$ cat config.mk
export PLATFORM = sky130hd
export DESIGN_NAME = ncsr_nvm_config_save_restore
export DESIGN_NICKNAME = d
export VERILOG_FILES = /design/src/design/ncsr_nvm_config_save_restore.v
export VERILOG_INCLUDE_DIRS = /design/src /design/src/include
export SDC_FILE = /design/constraint.sdc
export NUM_CORES = 2
export LEC_CHECK = 0
export BUFFER_PORTS_ARGS = -buffer_cell sky130_fd_sc_hd__buf_4
export CAP_MARGIN = 20
export CORE_UTILIZATION = 55
export DETAILED_ROUTE_END_ITERATION = 16
export PLACE_DENSITY_LB_ADDON = 0.12
export REMOVE_ABC_BUFFERS = 1
export SYNTH_ARGS = -nofsm -noshare
export SYNTH_HDL_FRONTEND = slang
export SYNTH_MEMORY_MAX_BITS = 65536
export SYNTH_SLANG_ARGS = --single-unit
$ cat constraint.sdc
create_clock -name i_sys_clk -period 29.2 [get_ports i_sys_clk]
set_input_delay 2.92 -clock i_sys_clk [delete_from_list [all_inputs] [get_ports i_sys_clk]]
set_output_delay 2.92 -clock i_sys_clk [all_outputs]
set_load 0.005 [all_outputs]
$ cat src/include/ncsr_defines.vh
// Purpose: constants of the nonvolatile configuration save/restore block
// Assumes: 200 MHz system clock
// Notes:   timing counts are derived from the printed times
`ifndef NCSR_DEFINES_VH
`define NCSR_DEFINES_VH

// ----------------------------------------------------------------
// register offsets and field positions
// ----------------------------------------------------------------
`define NCSR_REG_STATUS 12'hb00
`define NCSR_REG_ERROR 12'hb01
`define NCSR_REG_WEN 12'hb02
`define NCSR_REG_SAVE 12'hb03
`define NCSR_SEG_BASE 12'ha00
`define NCSR_SEG_LEN 23
`define NCSR_BIT_BUSY 0
`define NCSR_BIT_ERR 0
`define NCSR_BIT_WEN 0
`define NCSR_BIT_SOFTLD 1
`define NCSR_BIT_SAVE 0
`define NCSR_RST_BYTE 8'h00

// ----------------------------------------------------------------
// operation codes and special register
// ----------------------------------------------------------------
`define NCSR_OP_COMMIT 8'h80
`define NCSR_OP_END 8'hff
`define NCSR_OP_PEND 8'hfe
`define NCSR_CAL_ADDR 16'h00f3
`define NCSR_CAL_BIT 1

// ----------------------------------------------------------------
// store size and timing
// ----------------------------------------------------------------
`define NCSR_NVM_BYTES 512
`define NCSR_CLK_MHZ 200
`define NCSR_SAVE_MS 46
`define NCSR_LOAD_MS 40
`define NCSR_DEF_US 2
`define NCSR_SAVE_BYTE_CYC ((`NCSR_SAVE_MS*1000*`NCSR_CLK_MHZ)/`NCSR_NVM_BYTES)
`define NCSR_LOAD_BYTE_CYC ((`NCSR_LOAD_MS*1000*`NCSR_CLK_MHZ)/`NCSR_NVM_BYTES)
`define NCSR_DEF_CYC (`NCSR_DEF_US*`NCSR_CLK_MHZ)

// ----------------------------------------------------------------
// power-up buffer segment: groups 0x000..0x1cf and 0x220..0x234, commit, end
// ----------------------------------------------------------------
`define NCSR_SEG_DEFAULT {8'h7f, 8'h00, 8'h00, 8'h7f, 8'h00, 8'h80, \
   8'h7f, 8'h01, 8'h00, 8'h4f, 8'h01, 8'h80, 8'h14, 8'h02, 8'h20, \
   8'h80, 8'hff, 8'hff, 8'hff, 8'hff, 8'hff, 8'hff, 8'hff}

`endif

$ cat src/design/ncsr_nvm_config_save_restore.v
// Purpose: save register configuration to an on-chip store and restore it
// Assumes: serial-port framing is decoded outside; inputs are synchronous
// Notes:   one state machine walks the buffer segment or the stored image
`include "ncsr_defines.vh"

// What this block does
// - a 512-byte store holds the user setting file used at reset
// - while a transfer runs only the busy flag at 0xb00 is reachable
// - busy flag goes to 1 at transfer start and 0 at its end
// - slave address is not acknowledged while a transfer runs
// - with 0x232 bit 4 set the busy flag drives the first status pin
// - full save takes about 46 ms, full load about 40 ms
// - hard reset loads stored settings if boot-select is 1, else defaults
// - every hard reset also issues an output phase-alignment
// - outputs start about 2 us after reset, or after the load
// - the serial port can never write the store directly
// - save-start copies registers and segment bytes, then clears itself
// - a failed save or load sets the data-error flag at 0xb01 bit 0
// - boot-select high: load on power-up, reset release or soft reset
// - boot-select low: defaults at reset; soft-load bit still loads
// - stored calibrate bit at 0x0f3 bit 1 starts calibration after load
// - power-up segment stores registers 0x000 to 0x1cf and 0x220 to 0x234
// - group first byte is byte count minus one, at most 128
// - group bytes two and three are address high then low
// - codes: 0x80 commit, 0xff end, 0xfe pseudo end
// - commit code during a load copies buffer bank to active bank
// - pseudo end halts a save; next save plus commit resumes address
module ncsr_nvm_config_save_restore #(
   parameter [23:0] P_SAVE_BYTE_CYC = `NCSR_SAVE_BYTE_CYC,
   parameter [23:0] P_LOAD_BYTE_CYC = `NCSR_LOAD_BYTE_CYC,
   parameter FIFO_W = 24
) (
   input wire i_sys_clk,
   input wire i_rstn,
   input wire i_boot_sel,
   input wire i_soft_reset,
   input wire i_commit,
   input wire i_first_status_output_sel,
   input wire i_first_status_output_other,
   input wire i_reg_wr,
   input wire i_reg_rd,
   input wire [11:0] i_reg_addr,
   input wire [7:0] i_reg_wdata,
   output wire [7:0] o_reg_rdata,
   output wire o_reg_ack,
   output wire o_port_blocked,
   output wire o_i2c_addr_ack,
   output wire o_first_status_output,
   output wire [15:0] o_cfg_raddr,
   input wire [7:0] i_cfg_rdata,
   output wire o_cfg_wvalid,
   output wire [15:0] o_cfg_waddr,
   output wire [7:0] o_cfg_wdata,
   input wire i_cfg_wready,
   output wire o_commit,
   output wire o_load_defaults,
   output wire o_phase_align,
   output wire o_cal_start,
   output wire o_outputs_on
);

   // ----------------------------------------------------------------
   // states and entry kinds
   // ----------------------------------------------------------------
   localparam [4:0] ST_BOOT = 5'h01;
   localparam [4:0] ST_IDLE = 5'h02;
   localparam [4:0] ST_DEFW = 5'h04;
   localparam [4:0] ST_SAVE = 5'h08;
   localparam [4:0] ST_LOAD = 5'h10;
   localparam [2:0] K_GRP = 3'h0;
   localparam [2:0] K_COMMIT = 3'h1;
   localparam [2:0] K_END = 3'h2;
   localparam [2:0] K_PEND = 3'h3;
   localparam [2:0] K_BAD = 3'h4;
   localparam [9:0] NVM_TOP = `NCSR_NVM_BYTES;
   localparam [4:0] SEG_TOP = `NCSR_SEG_LEN;
   localparam [23:0] DEF_CYC = `NCSR_DEF_CYC;
   localparam [183:0] SEG_DEF = `NCSR_SEG_DEFAULT;

   // classify one segment or store byte, shared by save and load
   function [2:0] f_kind;
      input [7:0] b;
      begin
         if (b == `NCSR_OP_COMMIT)
            f_kind = K_COMMIT;
         else if (b == `NCSR_OP_END)
            f_kind = K_END;
         else if (b == `NCSR_OP_PEND)
            f_kind = K_PEND;
         else if (!b[7])
            f_kind = K_GRP;
         else
            f_kind = K_BAD;
      end
   endfunction

   reg [4:0] state_ff;
   reg [1:0] phase_ff;
   reg [4:0] sidx_ff;
   reg [9:0] nptr_ff;
   reg [6:0] cnt_ff;
   reg [15:0] raddr_ff;
   reg [23:0] wait_ff;
   reg err_ff;
   reg wen_ff;
   reg save_ff;
   reg resume_ff;
   reg cal_ff;
   reg reset_load_ff;
   reg outputs_on_ff;
   reg commit_ff;
   reg defl_ff;
   reg align_ff;
   reg cal_start_ff;
   reg [7:0] rdata_ff;
   reg ack_ff;
   reg [7:0] seg_ff [0:`NCSR_SEG_LEN-1];
   reg [7:0] nvm_mem [0:`NCSR_NVM_BYTES-1];
   reg [FIFO_W-1:0] fq_ff [0:1];
   reg fwp_ff;
   reg frp_ff;
   reg [1:0] fcnt_ff;
   reg [7:0] rd_mux;
   integer i;

   // ----------------------------------------------------------------
   // decode of current step
   // ----------------------------------------------------------------
   wire busy = (state_ff == ST_SAVE) || (state_ff == ST_LOAD);
   wire tick = (wait_ff == 24'h000000);
   wire [7:0] sv_seg = seg_ff[sidx_ff];
   wire [7:0] ld_byte = nvm_mem[nptr_ff[8:0]];
   wire [7:0] cur_byte = (state_ff == ST_LOAD) ? ld_byte : sv_seg;
   wire [2:0] kind = f_kind(cur_byte);
   wire [11:0] seg_off = i_reg_addr - `NCSR_SEG_BASE;
   wire in_seg = (i_reg_addr >= `NCSR_SEG_BASE) &&
                 (seg_off < {7'h00, SEG_TOP});
   // writes are dropped while a transfer runs
   wire sw_wr = i_reg_wr && !busy;
   wire softld_req = sw_wr && (i_reg_addr == `NCSR_REG_WEN) &&
                     i_reg_wdata[`NCSR_BIT_SOFTLD];
   wire fifo_full = (fcnt_ff == 2'd2);
   wire fifo_empty = (fcnt_ff == 2'd0);
   wire fifo_pop = o_cfg_wvalid && i_cfg_wready;
   wire sv_step = (state_ff == ST_SAVE) && tick;
   // a data byte waits for buffer room, commit and end wait for drain
   wire ld_stall = (phase_ff == 2'd3) ? fifo_full :
                   ((phase_ff == 2'd0) && (kind == K_COMMIT ||
                    kind == K_END) && !fifo_empty);
   wire ld_step = (state_ff == ST_LOAD) && tick && !ld_stall;
   wire fifo_push = ld_step && (phase_ff == 2'd3);
   wire nvm_full = (nptr_ff == NVM_TOP);
   wire [23:0] byte_cyc = (state_ff == ST_LOAD) ? P_LOAD_BYTE_CYC :
                          P_SAVE_BYTE_CYC;

   // ----------------------------------------------------------------
   // main sequencer
   // ----------------------------------------------------------------
   always @(posedge i_sys_clk) begin
      commit_ff <= 1'b0;
      defl_ff <= 1'b0;
      align_ff <= 1'b0;
      cal_start_ff <= 1'b0;
      if (!i_rstn) begin
         state_ff <= ST_BOOT;
         phase_ff <= 2'd0;
         sidx_ff <= 5'h00;
         nptr_ff <= 10'h000;
         cnt_ff <= 7'h00;
         raddr_ff <= 16'h0000;
         wait_ff <= 24'h000000;
         err_ff <= 1'b0;
         wen_ff <= 1'b0;
         save_ff <= 1'b0;
         resume_ff <= 1'b0;
         cal_ff <= 1'b0;
         reset_load_ff <= 1'b0;
         outputs_on_ff <= 1'b0;
         for (i = 0; i < `NCSR_SEG_LEN; i = i + 1) begin
            seg_ff[i] <= SEG_DEF[(`NCSR_SEG_LEN-1-i)*8 +: 8];
         end
      end else begin
         // register writes from the serial side; store is not mapped
         if (sw_wr) begin
            if (in_seg)
               seg_ff[seg_off[4:0]] <= i_reg_wdata;
            if (i_reg_addr == `NCSR_REG_WEN)
               wen_ff <= i_reg_wdata[`NCSR_BIT_WEN];
            if (i_reg_addr == `NCSR_REG_SAVE)
               save_ff <= i_reg_wdata[`NCSR_BIT_SAVE];
         end
         if (!tick)
            wait_ff <= wait_ff - 24'h000001;
         case (state_ff)
            // first cycle after reset release or soft reset: pick the boot source
            ST_BOOT: begin
               if (i_boot_sel) begin
                  state_ff <= ST_LOAD;
                  reset_load_ff <= 1'b1;
                  wait_ff <= P_LOAD_BYTE_CYC - 24'h000001;
                  err_ff <= 1'b0;
                  cal_ff <= 1'b0;
                  phase_ff <= 2'd0;
                  nptr_ff <= 10'h000;
               end else begin
                  state_ff <= ST_DEFW;
                  defl_ff <= 1'b1;
                  wait_ff <= DEF_CYC - 24'h000001;
               end
            end
            // defaults take effect; outputs start after a short wait
            ST_DEFW: begin
               if (tick) begin
                  state_ff <= ST_IDLE;
                  align_ff <= 1'b1;
                  outputs_on_ff <= 1'b1;
               end
            end
            ST_IDLE: begin
               if (i_soft_reset) begin
                  state_ff <= ST_BOOT;
                  outputs_on_ff <= 1'b0;
               end else if (softld_req) begin
                  state_ff <= ST_LOAD;
                  reset_load_ff <= 1'b0;
                  wait_ff <= P_LOAD_BYTE_CYC - 24'h000001;
                  err_ff <= 1'b0;
                  cal_ff <= 1'b0;
                  phase_ff <= 2'd0;
                  nptr_ff <= 10'h000;
               end else if (save_ff && !wen_ff) begin
                  // save refused without write enable
                  save_ff <= 1'b0;
                  err_ff <= 1'b1;
               end else if (save_ff && (!resume_ff || i_commit)) begin
                  state_ff <= ST_SAVE;
                  wait_ff <= P_SAVE_BYTE_CYC - 24'h000001;
                  err_ff <= 1'b0;
                  phase_ff <= 2'd0;
                  sidx_ff <= 5'h00;
                  if (!resume_ff)
                     nptr_ff <= 10'h000;
                  resume_ff <= 1'b0;
               end
            end
            // walk the segment, writing entries and register bytes
            ST_SAVE: begin
               if (sv_step) begin
                  wait_ff <= byte_cyc - 24'h000001;
                  if (nvm_full || (phase_ff == 2'd0 &&
                      (sidx_ff == SEG_TOP || kind == K_BAD))) begin
                     state_ff <= ST_IDLE;
                     err_ff <= 1'b1;
                     save_ff <= 1'b0;
                  end else begin
                     nptr_ff <= nptr_ff + 10'h001;
                     if (phase_ff == 2'd3) begin
                        nvm_mem[nptr_ff[8:0]] <= i_cfg_rdata;
                        raddr_ff <= raddr_ff + 16'h0001;
                        cnt_ff <= cnt_ff - 7'h01;
                        if (cnt_ff == 7'h00)
                           phase_ff <= 2'd0;
                     end else begin
                        nvm_mem[nptr_ff[8:0]] <= sv_seg;
                        sidx_ff <= sidx_ff + 5'h01;
                        case (phase_ff)
                           2'd0: begin
                              cnt_ff <= sv_seg[6:0];
                              if (kind == K_GRP)
                                 phase_ff <= 2'd1;
                              if (kind == K_END) begin
                                 state_ff <= ST_IDLE;
                                 save_ff <= 1'b0;
                              end
                              if (kind == K_PEND) begin
                                 state_ff <= ST_IDLE;
                                 save_ff <= 1'b0;
                                 resume_ff <= 1'b1;
                              end
                           end
                           2'd1: begin
                              raddr_ff[15:8] <= sv_seg;
                              phase_ff <= 2'd2;
                           end
                           default: begin
                              raddr_ff[7:0] <= sv_seg;
                              phase_ff <= 2'd3;
                           end
                        endcase
                     end
                  end
               end
            end
            // walk the stored image, feeding register writes
            ST_LOAD: begin
               if (ld_step) begin
                  wait_ff <= byte_cyc - 24'h000001;
                  nptr_ff <= nptr_ff + 10'h001;
                  if (nvm_full || (phase_ff == 2'd0 && kind == K_BAD)) begin
                     state_ff <= ST_IDLE;
                     err_ff <= 1'b1;
                     if (reset_load_ff) begin
                        align_ff <= 1'b1;
                        outputs_on_ff <= 1'b1;
                     end
                  end else begin
                     case (phase_ff)
                        2'd0: begin
                           cnt_ff <= ld_byte[6:0];
                           if (kind == K_GRP)
                              phase_ff <= 2'd1;
                           if (kind == K_COMMIT)
                              commit_ff <= 1'b1;
                           if (kind == K_END) begin
                              state_ff <= ST_IDLE;
                              cal_start_ff <= cal_ff;
                              if (reset_load_ff) begin
                                 align_ff <= 1'b1;
                                 outputs_on_ff <= 1'b1;
                              end
                           end
                        end
                        2'd1: begin
                           raddr_ff[15:8] <= ld_byte;
                           phase_ff <= 2'd2;
                        end
                        2'd2: begin
                           raddr_ff[7:0] <= ld_byte;
                           phase_ff <= 2'd3;
                        end
                        default: begin
                           if (raddr_ff == `NCSR_CAL_ADDR)
                              cal_ff <= ld_byte[`NCSR_CAL_BIT];
                           raddr_ff <= raddr_ff + 16'h0001;
                           cnt_ff <= cnt_ff - 7'h01;
                           if (cnt_ff == 7'h00)
                              phase_ff <= 2'd0;
                        end
                     endcase
                  end
               end
            end
            default: state_ff <= ST_IDLE;
         endcase
      end
   end

   // ----------------------------------------------------------------
   // two-entry buffer toward the register bank
   // ----------------------------------------------------------------
   // a stalled bank holds the loader instead of dropping a byte
   always @(posedge i_sys_clk) begin
      if (!i_rstn) begin
         fwp_ff <= 1'b0;
         frp_ff <= 1'b0;
         fcnt_ff <= 2'd0;
      end else begin
         if (fifo_push) begin
            fq_ff[fwp_ff] <= {raddr_ff, ld_byte};
            fwp_ff <= ~fwp_ff;
         end
         if (fifo_pop)
            frp_ff <= ~frp_ff;
         if (fifo_push && !fifo_pop)
            fcnt_ff <= fcnt_ff + 2'd1;
         else if (fifo_pop && !fifo_push)
            fcnt_ff <= fcnt_ff - 2'd1;
      end
   end

   // ----------------------------------------------------------------
   // register readback
   // ----------------------------------------------------------------
   // during a transfer every read returns zero but the busy flag
   always @* begin
      rd_mux = `NCSR_RST_BYTE;
      if (i_reg_addr == `NCSR_REG_STATUS)
         rd_mux[`NCSR_BIT_BUSY] = busy;
      else if (!busy) begin
         if (in_seg)
            rd_mux = seg_ff[seg_off[4:0]];
         else if (i_reg_addr == `NCSR_REG_ERROR)
            rd_mux[`NCSR_BIT_ERR] = err_ff;
         else if (i_reg_addr == `NCSR_REG_WEN)
            rd_mux[`NCSR_BIT_WEN] = wen_ff;
         else if (i_reg_addr == `NCSR_REG_SAVE)
            rd_mux[`NCSR_BIT_SAVE] = save_ff;
      end
   end

   always @(posedge i_sys_clk) begin
      if (!i_rstn) begin
         rdata_ff <= `NCSR_RST_BYTE;
         ack_ff <= 1'b0;
      end else begin
         ack_ff <= i_reg_rd || i_reg_wr;
         if (i_reg_rd)
            rdata_ff <= rd_mux;
      end
   end

   // ----------------------------------------------------------------
   // outputs
   // ----------------------------------------------------------------
   assign o_reg_rdata = rdata_ff;
   assign o_reg_ack = ack_ff;
   assign o_port_blocked = busy;
   assign o_i2c_addr_ack = !busy;
   assign o_first_status_output = i_first_status_output_sel ? busy :
                                  i_first_status_output_other;
   assign o_cfg_raddr = raddr_ff;
   assign o_cfg_wvalid = !fifo_empty;
   assign o_cfg_waddr = fq_ff[frp_ff][23:8];
   assign o_cfg_wdata = fq_ff[frp_ff][7:0];
   assign o_commit = commit_ff;
   assign o_load_defaults = defl_ff;
   assign o_phase_align = align_ff;
   assign o_cal_start = cal_start_ff;
   assign o_outputs_on = outputs_on_ff;

endmodule // ncsr_nvm_config_save_restore

==> run_results.csv <==
group,metric,value,unit
run_status,status,"finished, final reports clean",
synthesis,seq_area_frac_synth,74.2,%
routing,avgRoutedWirePerCell,37.4,um
grt,antenna_found_initial,45,
setup_path,cpPeakStageDelay,0.93,ns
sta,slew_violations,0,
clock_network,clockRootBuffer,"clkbuf_16",
place,port_buffers,95,
clock_network,cts_resized,0,
sta,tightestPinTransition,1.40,ns
die,initial_core_util,55.3,%
sta,setup_viol,0,
setup_path,critical_path.max_fanout,90,
power,power_density,68.0,nW/um2
hold_path,min_path_type,"flip-flop to flip-flop",
clock_network,cts_setup_buffers,0,
grt,grt-ovfl-total,0,
routing,dr.pass1.iters,6,
clock_network,insertion_delay,1.02,ns
hold_path,min_from,"err_ff",
sta,slew_headroom,5.37,%
setup_path,worst-path-buf-inv,9,
setup_path,cp_top_family,"buffers and inverters",
clock_network,ctsHtreeMaxLevel,5,
setup_path,crit_chain,"buf_4 > buf_4 > buf_4 > and2_4 > buf_4 > a22oi_1 > a21oi_1 > nor4_1 > a211oi_1 > nand3_1 > o31ai_2 > a41oi_1 > nor4b_4 > o31ai_4 > nor4_4 > buf_4 > mux2_8 > buf_4 > buf_4 > buf_4 > buf_16",
routing,ant_nets,0,
sta,finalHoldViolCount,0,
routing,vias,99000,
grt,grt_first_pass_wirelength,751,mm
die,die-area,331000,um2
finish,finish.utilization,61.6,%
sta,period_share,42.1,%
place,numPlacedInstances,13500,
power,p_total,13.7,mW
sta,clock.fmax,81.4,MHz
setup_path,cp_common_cell,"buf_4",
finish,final_area,202000,um2
routing,routed_wl,539,mm
power,irDropWorstVdd,0.0546,mV
clock_network,cts_tree,"built",
sta,fin_worst_skew,0.0746,ns
clock_network,clk_path_buf_depth,4,
setup_path,cp.arrival,13.06,ns
sta,rsz0062_at_grt,"false",
clock_network,ctsHoldBuffers,0,
synthesis,synthArstFlopShare,0,%
place,place_hpwl,336,mm
power,p_leak,61.0,nW
synthesis,synth_warnings,0,
synthesis,netlist_area,181000,um2
place,dpl_cell_area,187000,um2
grt,grt_max_degree,178,
clock_network,numCtsBuffers,449,
grt,grtUsageTotal,32.5,%
synthesis,synth_flop_cell,"edfxtp_1",
synthesis,synth_area_per_cell,19.3,um2
finish,syn2layout_area_growth,11.5,%
setup_path,critPathCaptureType,"flip-flop",
place,gp_congestion,0.927,
clock_network,cts.sinks,4508,
sta,period_minus_slack,12.29,ns
sta,finalSetupTns,0,ns
synthesis,ys_seq_elements,4508,
synthesis,netlist_instances,9368,
setup_path,critPathKind,"flip-flop to flip-flop",
routing,drc,0,
routing,via_per_inst,6.87,
die,num_io_pins,96,
routing,first_iter_violations,15200,
setup_path,crit_path_start_kind,"flip-flop",
grt,grt_pass1_vias,96100,
setup_path,required,29.97,ns
setup_path,critPathSlowestCell,"a211oi_1",
clock_network,path_clk_slew,0.06,ns
die,core_area,327000,um2
die,die_h,576,um
run,cap_violations,0,
synthesis,synth-edff-count,4400,
die,rows,210,
finish,stdcell_count,14400,
die,die_w,576,um
synthesis,synth_cell_types,91,
finish,nets,9714,
finish,layout-drive-gt1-share,22.3,%
==> kinds of logic after synthesis <==
| family | count (synthesis) | synth area share, % |
|---|---|---|
| adder cells (fa/ha/maj) | 16 | 0.111 |
| XOR/XNOR | 45 | 0.218 |
| buffers and inverters | 675 | 1.88 |
| other | 1 | 0.00207 |
| AND/OR/NAND/NOR | 1575 | 4.01 |
| flip-flops | 4508 | 74.2 |
| multiplexers | 1543 | 15.8 |
| AO/OA/AOI/OAI | 1005 | 3.79 |
==> sequential cells by signal, summed over array words and instances, names as in the netlist, 7 cells and up, named ones only <==
register / cells
wait_ff: 24
seg_ff: 256
fq_ff: 48
o_reg_rdata: 8
nptr_ff: 10
o_cfg_raddr: 16
cnt_ff: 7
nvm_mem: 4096
==> final timing paths <==
kind / depth (start not counted) / to / slack (ns)
worst min register to register: 2 / err_ff / 0.48
worst min-delay path: 2 / err_ff / 0.48
worst max register to register: 21 / nvm_mem[348][6] / 16.91
worst max-delay path: 21 / nvm_mem[348][6] / 16.91
==> cells in the mapped netlist (16+ instances only) <==
cell | n | area (um2)
a22oi_1 | 248 | 1860
ha_1 | 16 | 200
a31oi_1 | 22 | 138
nor2_1 | 683 | 2560
buf_6 | 35 | 394
a21oi_1 | 227 | 1140
nand2_1 | 332 | 1250
buf_4 | 112 | 841
inv_1 | 52 | 195
nand4_1 | 28 | 175
a2111oi_0 | 19 | 166
dfxtp_1 | 108 | 2160
nand2b_1 | 19 | 119
mux2_2 | 74 | 833
or3_1 | 100 | 626
edfxtp_1 | 4400 | 132000
nor3_1 | 48 | 240
nor2b_1 | 35 | 219
and3_1 | 23 | 144
and2_1 | 109 | 682
o41ai_1 | 22 | 193
clkbuf_1 | 291 | 1090
buf_2 | 144 | 721
o21ai_0 | 128 | 641
a22o_1 | 18 | 158
nand3_1 | 105 | 526
xnor2_1 | 31 | 272
a32oi_1 | 30 | 263
nor4_1 | 36 | 225
mux2i_1 | 420 | 4200
a211oi_1 | 59 | 443
a221oi_1 | 35 | 307
mux4_2 | 1040 | 23400
o211ai_1 | 22 | 165
o22ai_1 | 47 | 294
buf_1 | 34 | 128
==> layout by cell type, fill, tap and decap left out, types with 103 or more instances in the layout <==
| cell type | synthesis | routed |
|---|---|---|
| edfxtp_1 | 4400 | 4400 |
| nor2_1 | 683 | 674 |
| and2_1 | 109 | 103 |
| a21oi_1 | 227 | 223 |
| mux4_2 | 1040 | 1040 |
| a22oi_1 | 248 | 248 |
| mux2i_1 | 420 | 420 |
| nand2_1 | 332 | 325 |
| clkinv_1 | 1 | 103 |
| clkbuf_16 | 0 | 453 |
| buf_4 | 112 | 345 |
| o21ai_0 | 128 | 120 |
==> power by group <==
part	internal [mW]	switching, mW	leakage (nW)
combinational	0.317	0.533	13.6
sequential	7.13	0.0323	40.4
clock	3.25	2.46	6.96
total	10.7	3.03	61.0
==> final cells by class <==
| class | instances | area (um2) |
|---|---|---|
| inverters | 59 | 231 |
| repair buffers | 386 | 3340 |
| multi-input cells | 4256 | 44000 |
| fillers | 23100 | 126000 |
| flip-flops and latches | 4508 | 134000 |
| diodes | 39 | 97.6 |
| clock inverters | 268 | 2550 |
| well taps | 4346 | 5440 |
| clock buffers | 557 | 11800 |
==> through the flow <==
stage	worst slack, ns	hold slack [ns]
2_1_floorplan	-37.57	0.432
3_3_place_gp	16.43	0.454
3_5_place_dp	16.86	0.457
4_1_cts	16.86	0.473
5_1_grt	16.86	0.489
6_report	16.91	0.476
==> tightest hold or removal path, stage by stage (launching register included) <==
cell	delay [ns]
dfxtp_1	0.32
nand2_1	0.05
mux2i_1	0.05
==> routing by layer <==
| layer | wire length, um | GRT usage [%] | up-vias |
|---|---|---|---|
| met5 | 414 | 0 | - |
| met4 | 24300 | 13.3 | 30 |
| met3 | 64100 | 8.65 | 1102 |
| met2 | 247000 | 49.0 | 6517 |
| met1 | 203000 | 45.3 | 52300 |
| li1 | - | - | 39100 |
No activity file was read; power rests on OpenSTA's default activity.
